**src/logic/upeq_pkg.sv**
```systemverilog
// constants for the usb3 phy equalizer override register pair
// Operation
// - override on for port 4: equalizer init from bits 31:28, functional from 27:24
// - override on for port 3: equalizer init from bits 23:20, functional from 19:16
// - override on for port 2: equalizer init from bits 15:12, functional from 11:8
// - override on for port 1: equalizer init from bits 7:4, functional from 3:0
// - two-port build: port 3 and 4 fields never reach any phy
// - equalizer fields cleared by pcie reset, global reset and power-on reset
// - control register holds per-port de-emphasis, swing and equalizer override enables
// - control register is read/write at ech and resets to zero
// - equalizer override enables sit at bits 26, 18, 10 and 2
// - reserved control bits such as 31:27 always read zero
package upeq_pkg;
    localparam int NPORTS = 4;
    localparam int FIELD_W = 4;
    localparam int PORT_STRIDE = 8;
    localparam int INIT_LSB = 4;
    localparam int FUNC_LSB = 0;
    localparam int EQ_OV_BIT = 2;
    localparam int SWING_OV_BIT = 1;
    localparam int DE_OV_BIT = 0;
    localparam int BYTE_W = 8;
    localparam int NBYTES = 4;
    localparam int ADDR_W = 12;
    localparam int DATA_W = 32;
    localparam logic [ADDR_W-1:0] OFS_EQ_VALUES = 12'h0e8;
    localparam logic [ADDR_W-1:0] OFS_OVERRIDE = 12'h0ec;
    localparam logic [DATA_W-1:0] EQ_VALUES_RESET = 32'h0000_0000;
    localparam logic [DATA_W-1:0] OVERRIDE_RESET = 32'h0000_0000;
    localparam logic [DATA_W-1:0] EQ_VALUES_MASK = 32'hffff_ffff;
    localparam logic [DATA_W-1:0] OVERRIDE_MASK = 32'h0707_0707;
    localparam logic [DATA_W-1:0] UNMAPPED_DATA = 32'h0000_0000;
    // phy internal defaults used while no override is active
    localparam logic [FIELD_W-1:0] DEF_EQ_INIT = 4'h7;
    localparam logic [FIELD_W-1:0] DEF_EQ_FUNC = 4'h3;
endpackage

```
**src/logic/upeq_port_if.sv**
```systemverilog
// per-port bundle between the register bank and the equalizer selector
`timescale 1ns/100ps
interface upeq_port_if;
    logic present;
    logic override;
    logic [upeq_pkg::FIELD_W-1:0] init_fld;
    logic [upeq_pkg::FIELD_W-1:0] func_fld;
    modport ctl (output present, output override, output init_fld, output func_fld);
    modport sel (input present, input override, input init_fld, input func_fld);
endinterface

```
**src/logic/upeq_port_sel.sv**
```systemverilog
// registered equalizer source selector for one phy port
`timescale 1ns/100ps
module upeq_port_sel (
    input wire logic ref_clk, // 40 MHz clock
    input wire logic clr, // any reset source, sync active high
    input wire logic ce, // clock enable, freezes state when low
    upeq_port_if.sel port, // fields and enable for this port
    output logic [upeq_pkg::FIELD_W-1:0] eq_init, // equalizer init value to phy
    output logic [upeq_pkg::FIELD_W-1:0] eq_func // equalizer functional value to phy
);
    logic use_fld;

    // an absent port never takes programmed values
    assign use_fld = port.present && port.override;

    always_ff @(posedge ref_clk) begin
        if (ce) begin
            if (clr) begin
                eq_init <= upeq_pkg::DEF_EQ_INIT;
                eq_func <= upeq_pkg::DEF_EQ_FUNC;
            end else if (use_fld) begin
                eq_init <= port.init_fld;
                eq_func <= port.func_fld;
            end else begin
                eq_init <= upeq_pkg::DEF_EQ_INIT;
                eq_func <= upeq_pkg::DEF_EQ_FUNC;
            end
        end
    end

    ov_select_a: assert property (@(posedge ref_clk) disable iff (clr)
        ce && port.present && port.override |=> eq_init == $past(port.init_fld)
            && eq_func == $past(port.func_fld))
        else $error("override did not select programmed fields");
    default_sel_a: assert property (@(posedge ref_clk) disable iff (clr)
        ce && !port.override |=> eq_init == upeq_pkg::DEF_EQ_INIT
            && eq_func == upeq_pkg::DEF_EQ_FUNC)
        else $error("default equalizer not applied with override off");
    absent_port_a: assert property (@(posedge ref_clk) disable iff (clr)
        ce && !port.present |=> eq_init == upeq_pkg::DEF_EQ_INIT
            && eq_func == upeq_pkg::DEF_EQ_FUNC)
        else $error("absent port reached its phy");
    ov_used_c: cover property (@(posedge ref_clk) disable iff (clr)
        ce && port.present && port.override ##1 eq_init != upeq_pkg::DEF_EQ_INIT);
endmodule

```
**src/logic/upeq_regs.sv**
```systemverilog
// equalizer value and override enable registers in configuration space
`timescale 1ns/100ps
module upeq_regs #(
    parameter int NUM_PORTS = 4 // 4 or 2 downstream usb3 ports
) (
    input wire logic ref_clk, // 40 MHz clock
    input wire logic rst, // power-on reset, sync active high
    input wire logic ce, // clock enable, freezes state when low
    input wire logic pcie_reset_n, // pcie fundamental reset, sync active low
    input wire logic global_reset_n, // global reset, sync active low
    input wire logic cfg_req, // config access request, one cycle
    input wire logic cfg_we, // 1 write, 0 read
    input wire logic [upeq_pkg::ADDR_W-1:0] cfg_addr, // config byte address
    input wire logic [upeq_pkg::NBYTES-1:0] cfg_be, // byte enables for writes
    input wire logic [upeq_pkg::DATA_W-1:0] cfg_wdata, // write data
    output logic [upeq_pkg::DATA_W-1:0] cfg_rdata, // read data, valid with ack
    output logic cfg_ack, // access done, one cycle after request
    output logic [upeq_pkg::NPORTS*upeq_pkg::FIELD_W-1:0] phy_eq_init, // per-port eq init
    output logic [upeq_pkg::NPORTS*upeq_pkg::FIELD_W-1:0] phy_eq_func, // per-port eq func
    output logic [upeq_pkg::NPORTS-1:0] phy_swing_ov, // per-port swing override enable
    output logic [upeq_pkg::NPORTS-1:0] phy_de_ov // per-port de-emphasis override enable
);
    logic [upeq_pkg::DATA_W-1:0] eq_values;
    logic [upeq_pkg::DATA_W-1:0] override_en;
    logic [upeq_pkg::DATA_W-1:0] next_rdata;
    logic clr;
    logic hit_eq;
    logic hit_ov;

    function automatic logic [upeq_pkg::DATA_W-1:0] upeq_merge(
        input logic [upeq_pkg::DATA_W-1:0] old_val,
        input logic [upeq_pkg::DATA_W-1:0] wd,
        input logic [upeq_pkg::NBYTES-1:0] be,
        input logic [upeq_pkg::DATA_W-1:0] mask
    );
        logic [upeq_pkg::DATA_W-1:0] res;
        res = old_val;
        for (int b = 0; b < upeq_pkg::NBYTES; b++) begin
            if (be[b]) begin
                res[b*upeq_pkg::BYTE_W +: upeq_pkg::BYTE_W] =
                    wd[b*upeq_pkg::BYTE_W +: upeq_pkg::BYTE_W];
            end
        end
        return res & mask;
    endfunction

    // all three reset sources clear both registers
    assign clr = rst || !pcie_reset_n || !global_reset_n;
    // only aligned exact offsets decode, anything else reads zero
    assign hit_eq = cfg_addr == upeq_pkg::OFS_EQ_VALUES;
    assign hit_ov = cfg_addr == upeq_pkg::OFS_OVERRIDE;

    always_ff @(posedge ref_clk) begin
        if (ce) begin
            if (clr) begin
                eq_values <= upeq_pkg::EQ_VALUES_RESET;
            end else if (cfg_req && cfg_we && hit_eq) begin
                eq_values <= upeq_merge(eq_values, cfg_wdata, cfg_be, upeq_pkg::EQ_VALUES_MASK);
            end
        end
    end

    always_ff @(posedge ref_clk) begin
        if (ce) begin
            if (clr) begin
                override_en <= upeq_pkg::OVERRIDE_RESET;
            end else if (cfg_req && cfg_we && hit_ov) begin
                // reserved bits never store, so they read back zero
                override_en <= upeq_merge(override_en, cfg_wdata, cfg_be,
                    upeq_pkg::OVERRIDE_MASK);
            end
        end
    end

    always_comb begin
        next_rdata = upeq_pkg::UNMAPPED_DATA;
        if (hit_eq) begin
            next_rdata = eq_values;
        end else if (hit_ov) begin
            next_rdata = override_en;
        end
    end

    always_ff @(posedge ref_clk) begin
        if (ce) begin
            if (rst) begin
                cfg_ack <= 1'b0;
                cfg_rdata <= upeq_pkg::UNMAPPED_DATA;
            end else begin
                cfg_ack <= cfg_req;
                if (cfg_req && !cfg_we) begin
                    cfg_rdata <= next_rdata;
                end
            end
        end
    end

    for (genvar i = 0; i < upeq_pkg::NPORTS; i++) begin : g_port
        localparam int BASE = i * upeq_pkg::PORT_STRIDE;
        upeq_port_if port_if ();
        assign port_if.present = i < NUM_PORTS;
        assign port_if.override = override_en[BASE + upeq_pkg::EQ_OV_BIT];
        assign port_if.init_fld = eq_values[BASE + upeq_pkg::INIT_LSB +: upeq_pkg::FIELD_W];
        assign port_if.func_fld = eq_values[BASE + upeq_pkg::FUNC_LSB +: upeq_pkg::FIELD_W];
        assign phy_swing_ov[i] = override_en[BASE + upeq_pkg::SWING_OV_BIT];
        assign phy_de_ov[i] = override_en[BASE + upeq_pkg::DE_OV_BIT];
        upeq_port_sel u_sel (
            .ref_clk (ref_clk),
            .clr (clr),
            .ce (ce),
            .port (port_if.sel),
            .eq_init (phy_eq_init[i*upeq_pkg::FIELD_W +: upeq_pkg::FIELD_W]),
            .eq_func (phy_eq_func[i*upeq_pkg::FIELD_W +: upeq_pkg::FIELD_W])
        );
    end

    eq_clear_a: assert property (@(posedge ref_clk) disable iff (rst)
        ce && clr |=> eq_values == upeq_pkg::EQ_VALUES_RESET
            && override_en == upeq_pkg::OVERRIDE_RESET)
        else $error("reset source did not clear registers");
    rsvd_zero_a: assert property (@(posedge ref_clk) disable iff (rst)
        (override_en & ~upeq_pkg::OVERRIDE_MASK) == 32'h0000_0000)
        else $error("reserved control bit is set");
    ov_readback_a: assert property (@(posedge ref_clk) disable iff (rst)
        ce && cfg_req && !cfg_we && hit_ov |=> cfg_ack && cfg_rdata == $past(override_en))
        else $error("control register read returned wrong data");
    eq_write_a: assert property (@(posedge ref_clk) disable iff (clr)
        ce && cfg_req && cfg_we && hit_eq && cfg_be == 4'hf
            |=> eq_values == $past(cfg_wdata))
        else $error("equalizer register write lost");
    p4_path_a: assert property (@(posedge ref_clk) disable iff (clr)
        ce && override_en[26] && NUM_PORTS == 4
            |=> phy_eq_init[15:12] == $past(eq_values[31:28])
            && phy_eq_func[15:12] == $past(eq_values[27:24]))
        else $error("port 4 override path wrong");
    unmapped_a: assert property (@(posedge ref_clk) disable iff (rst)
        ce && cfg_req && !cfg_we && !hit_eq && !hit_ov |=> cfg_rdata == upeq_pkg::UNMAPPED_DATA)
        else $error("unmapped read not zero");

    ov_write_c: cover property (@(posedge ref_clk) disable iff (rst)
        ce && cfg_req && cfg_we && hit_ov && cfg_wdata[2]);
    eq_read_c: cover property (@(posedge ref_clk) disable iff (rst)
        ce && cfg_req && !cfg_we && hit_eq ##1 cfg_rdata != 32'h0000_0000);
    glob_clr_c: cover property (@(posedge ref_clk) disable iff (rst)
        ce && !global_reset_n && override_en != 32'h0000_0000);
endmodule

```
**config.mk**
```make
export PLATFORM = sky130hd
export DESIGN_NAME = upeq_regs
export DESIGN_NICKNAME = d
export VERILOG_FILES = /design/src/logic/upeq_pkg.sv /design/src/logic/upeq_port_if.sv /design/src/logic/upeq_port_sel.sv /design/src/logic/upeq_regs.sv
export SDC_FILE = /design/constraint.sdc
export NUM_CORES = 1
export LEC_CHECK = 0
export BUFFER_PORTS_ARGS = -buffer_cell sky130_fd_sc_hd__buf_2
export CAP_MARGIN = 20
export CORE_MARGIN = 10
export CORE_UTILIZATION = 35
export CTS_CLUSTER_DIAMETER = 150
export DETAILED_ROUTE_END_ITERATION = 10
export SYNTH_ARGS = -nofsm -noshare
export SYNTH_HDL_FRONTEND = slang
export SYNTH_HIERARCHICAL = 1
export SYNTH_SLANG_ARGS = --single-unit
```
**constraint.sdc**
```tcl
create_clock -name ref_clk -period 4.45 [get_ports ref_clk]
set_clock_uncertainty 0.05 [all_clocks]
set_input_delay 0.6675 -clock ref_clk [delete_from_list [all_inputs] [get_ports ref_clk]]
set_output_delay 0.6675 -clock ref_clk [all_outputs]
set_load 0.1 [all_outputs]
```
### After elaboration in Yosys (flattened, before gate mapping)

Index checks and enable logic that the tools add are counted.

| storage, ports and cells | value |
|---|---|
| logic and storage cells | 66 |
| output and inout port bits | 73 |
| register bits after elaboration | 109 |
| input bits | 55 |

| cells by class | value |
|---|---|
| reduce and logical (&&, ||, !) cells | 29 |
| multiplexer cells | 13 |
| eq/ne operators | 2 |
| bitwise logic cells | 4 |

Operators by type and width:

| kind | number |
|---|---|
| 32-bit 2-to-1 mux | 3 |
| 27-bit 2-to-1 mux | 2 |
| 8-bit 2-to-1 mux | 4 |
| 12-bit by 8-bit equality test with 1-bit output, second input constant | 2 |
| 3-bit AND reduction | 8 |
| 2-bit nonzero test | 7 |
| 3-bit 2-to-1 mux | 4 |
| 2-bit OR reduction | 4 |
| 1-bit logical AND | 4 |
| 1-bit inverter | 4 |
| 1-bit zero test | 3 |
| 1-bit logical OR | 2 |
| 2-bit AND reduction | 1 |

### Depth between registers and ports, before layout

| logic depth | value |
|---|---|
| depth after elaboration | 5 |
| gate-level depth with buffers | 5 |
| gate-level depth less buffers | 5 |

### Modules after synthesis

Netlist, hierarchy kept.

Modules (own cells, without submodules):

| module | cells each | times used | area each (um^2) | sequential area each (um^2) |
|---|---|---|---|---|
| upeq_regs | 199 | 1 | 3169.3 | 2312.2 |
| upeq_port_sel | 16 | 4 | 326.6 | 240.2 |

### Worst setup path after synthesis

OpenSTA, ideal clock, no wires.

| timing path | value |
|---|---|
| path type | input to register |
| start | input cfg_addr[9] (netlist bit) |
| end | register eq_values[0] (netlist bit) (enable) |
| arrival time | 2.324 ns |
| stages on the path | 4 |
| setup time | 0.387 ns |
| buffers on the path | 1 |
| required time | 4.013 ns |
| path slack | 1.689 ns |
| cells stage by stage | or4b_4 > or2_1 > buf_6 > o31ai_1 |

| between the ends | value |
|---|---|
| longest elaborated chain between the ends | 4 |

Ends and longest elaborated chain:

| element | line | text |
|---|---|---|
| from (decl) | upeq_regs.sv:13 | `input wire logic [upeq_pkg::ADDR_W-1:0] cfg_addr,` |
| 12-bit by 8-bit equality test with 1-bit output | upeq_regs.sv:50 | `assign hit_eq = cfg_addr == upeq_pkg::OFS_EQ_VALUES;` |
| 1-bit logical AND | upeq_regs.sv:57 | `end else if (cfg_req && cfg_we && hit_eq) begin` |
| 2-bit nonzero test (no line) | - |  |
| 3-bit AND reduction (no line) | - |  |
| to (signal assigned) | upeq_regs.sv:56 | `eq_values <= upeq_pkg::EQ_VALUES_RESET;` |
| to (signal assigned) | upeq_regs.sv:58 | `eq_values <= upeq_merge(eq_values, cfg_wdata, cfg_be, upeq_pkg::EQ_VALUES_MASK);` |
| to (decl) | upeq_regs.sv:23 | `logic [upeq_pkg::DATA_W-1:0] eq_values;` |

No other way between the ends.
A chain may end at the register's enable or synchronous reset.

### Final worst setup path

| timing path | value |
|---|---|
| start | input cfg_addr[9] (netlist bit) |
| end | register override_en[18] (netlist bit) (enable) |

| between the ends | value |
|---|---|
| longest elaborated chain between the ends | 4 |

Ends and longest elaborated chain:

| element | line | text |
|---|---|---|
| 12-bit by 8-bit equality test with 1-bit output | upeq_regs.sv:51 | `assign hit_ov = cfg_addr == upeq_pkg::OFS_OVERRIDE;` |
| 1-bit logical AND | upeq_regs.sv:67 | `end else if (cfg_req && cfg_we && hit_ov) begin` |
| 2-bit nonzero test (no line) | - |  |
| 3-bit AND reduction (no line) | - |  |
| to (signal assigned) | upeq_regs.sv:66 | `override_en <= upeq_pkg::OVERRIDE_RESET;` |
| to (signal assigned) | upeq_regs.sv:69 | `override_en <= upeq_merge(override_en, cfg_wdata, cfg_be,` |
| to (decl) | upeq_regs.sv:24 | `logic [upeq_pkg::DATA_W-1:0] override_en;` |

No other way between the ends.

==> run_results.csv <==
group,metric,value,unit
placement,dp_hpwl,8.22,mm
sta,rsz0062_at_grt,"false",
sta,timing.fmax,400,MHz
floorplanning,die_area,0.0177,mm2
drt,first_pass_iters,5,
clock_tree,clk_latency,0.34,ns
floorplanning,fp.dieH,133,um
drt,via_count,2740,
synthesis,yosysWarnings,6,
drt,wl_per_cell,18.9,um
finish,layout.nets,477,
sta,tns,0,ns
run_status,status,"complete, no violations",
run,drv_cap,0,
sta,setup_violations,0,
drt,top_layer,"met4",
finish,fin_util,0.452,
global_routing,overflow,0,
finish,seqCellArea,0.00327,mm2
clock_tree,clock-sinks,109,
sta,hold_violations,0,
floorplanning,row_count,41,
drt,met3WireLength,925,um
global_routing,grt_first_pass_wirelength,17.0,mm
drt,wirelength,11.3,mm
clock_tree,post_cts_buffers,0,
setup_path,cp-end-kind,"flop",
finish,final_area,0.00568,mm2
power,report.power.total,0.00226,W
sta,period_share,0.561,
clock_tree,post_cts_resized,0,
drt,final_antenna_net_count,0,
drt,drc_errors,0,
worst_hold_path,holdCritPathClass,"flop to flop",
synthesis,syn_inst,263,
synthesis,synth-seq-area-share,0.731,
floorplanning,core-area,0.0126,mm2
sta,period_needed,2.50,ns
drt,drt_iter0_drc,251,
finish,fillers,1152,
clock_tree,clk_pin_slew,0.07,ns
synthesis,netlist_area,0.00448,mm2
floorplanning,io-pin-count,128,
power,power_density,398,mW/mm2
sta,worst_pin_slew,0.880,ns
sta,drv_slew,0,
placement,post_dp_cell_area,0.00539,mm2
power,ir_worst_vdd,147,uV
setup_path,crit_type,"primary input to flop",
setup_path,critical_path.max_fanout,20,
setup_path,critPathLaunchType,"primary input",
global_routing,grt_antenna_before_repair,1,
floorplanning,dieWidth,133,um
drt,wl_met2,5.57,mm
drt,via_per_inst,4.57,
setup_path,cp.required,4.39,ns
synthesis,synth_seq_cells,109,
setup_path,reg2reg_slack,3.34,ns
placement,gp_congestion,0.762,
floorplanning,start_util,0.356,
setup_path,arrival,2.44,ns
sta,slew_headroom,0.409,
power,p_leak,2.22,nW
finish,multi_input_area,0.00121,mm2
clock_tree,cts-hold-fix-buffers,0,
synthesis,avgSynthCellArea,17.0,um2
global_routing,grt_use_total,0.125,
global_routing,grt_max_degree,34,
clock_tree,cts_buffer_depth,2,
placement,portBuffers,127,
global_routing,grt_pass1_vias,2965,
clock_tree,htree_levels,3,
finish,syn2layout_area_growth,26.9,%
synthesis,synth.distinct_cells,22,
clock_tree,cts_tree,"yes",
clock_tree,clock-root-buffer,"clkbuf_16",
drt,met1_length,4.55,mm
finish,drive_above_1_share,0.363,
clock_tree,cts_buffers,9,
routing by layer:
metal / GRT usage / vias up
li1: - / 1313
met1: 0.141 / 1309
met2: 0.207 / 103
met3: 0.0431 / 15
met4: 0.0617 / 0
met5: 0 / -
logic make-up (layout without fill, tap and decap cells):
group	Yosys count	count (layout)	share of synthesized area
compound gates	21	21	0.0386
buf+inv	19	152	0.0294
flops	109	109	0.731
other cells	1	33	0.000838
simple gates	113	113	0.200
cells in the mapped netlist:
master,n,area share
edfxtp_1,109,0.73
and2_1,52,0.073
nand4bb_1,21,0.053
and4b_1,12,0.027
nand3b_1,12,0.020
o2bb2ai_1,12,0.023
buf_4,8,0.013
o31ai_1,8,0.013
clkbuf_1,6,0.0050
buf_6,4,0.010
nand4_1,4,0.0056
nand2_1,2,0.0017
nor2_1,2,0.0017
nor2b_1,2,0.0028
or4b_4,2,0.0062
conb_1,1,0.00084
inv_1,1,0.00084
nand3_1,1,0.0011
nor4_4,1,0.0048
nor4bb_1,1,0.0022
o21a_1,1,0.0017
or2_1,1,0.0014
critical path: stages:
cell,delay (ns)
buf_2,0.10
or4b_4,0.55
or2_1,0.52
o31ai_1,0.59
per-stage QoR:
stage / std cells / hold WS (ns) / setup WS [ns]
2_1_floorplan: 294 / 0.464 / 1.69
3_3_place_gp: 583 / 0.474 / 1.66
3_5_place_dp: 583 / 0.479 / 1.58
4_1_cts: 599 / 0.496 / 1.94
5_1_grt: 600 / 0.520 / 1.79
6_report: 600 / 0.491 / 1.95
cell usage in the layout, fill, tap and decap left out, drive strengths merged:
cell / netlist / layout
and2: 52 / 52
and4b: 12 / 12
buf: 12 / 135
bufinv: 0 / 1
clkbuf: 6 / 10
clkinv: 0 / 5
conb: 1 / 32
diode: 0 / 1
edfxtp: 109 / 109
inv: 1 / 1
nand2: 2 / 2
nand3: 1 / 1
nand3b: 12 / 12
nand4: 4 / 4
nand4bb: 21 / 21
nor2: 2 / 2
nor2b: 2 / 2
nor4: 1 / 1
nor4bb: 1 / 1
o21a: 1 / 1
o2bb2ai: 12 / 12
o31ai: 8 / 8
or2: 1 / 1
or4b: 2 / 2
worst paths after layout:
check / start / end / cells past startpoint
setup / recovery: cfg_addr[9] / override_en[18] / 4
hold / removal: eq_values[3] / cfg_rdata[3] / 1
setup reg to reg: override_en[18] / g_port[2].u_sel/eq_init[3] / 1
hold reg to reg: eq_values[3] / cfg_rdata[3] / 1
area by class of cell:
class                      count  share of cell area
clock inverter                 6             0.00947
sequential                   109               0.576
multi-input combinational    166               0.212
antenna                        1            0.000441
tap                          172              0.0379
inverter                       1            0.000661
clock buffer                  10              0.0403
timing repair buffer         135               0.122
sequential cells by signal, summed over array words and instances, names as in the netlist:
register,cells
override_en,12
cfg_rdata,32
g_port.u_sel/eq_init,16
eq_values,32
cfg_ack,1
g_port.u_sel/eq_func,16
power by group:
part / internal (W) / switching, W
Combinational: 0.0000552 / 0.000227
Clock: 0.000431 / 0.000344
Sequential: 0.00118 / 0.0000250
Total: 0.00167 / 0.000595
No activity file was read; power rests on OpenSTA's default activity.
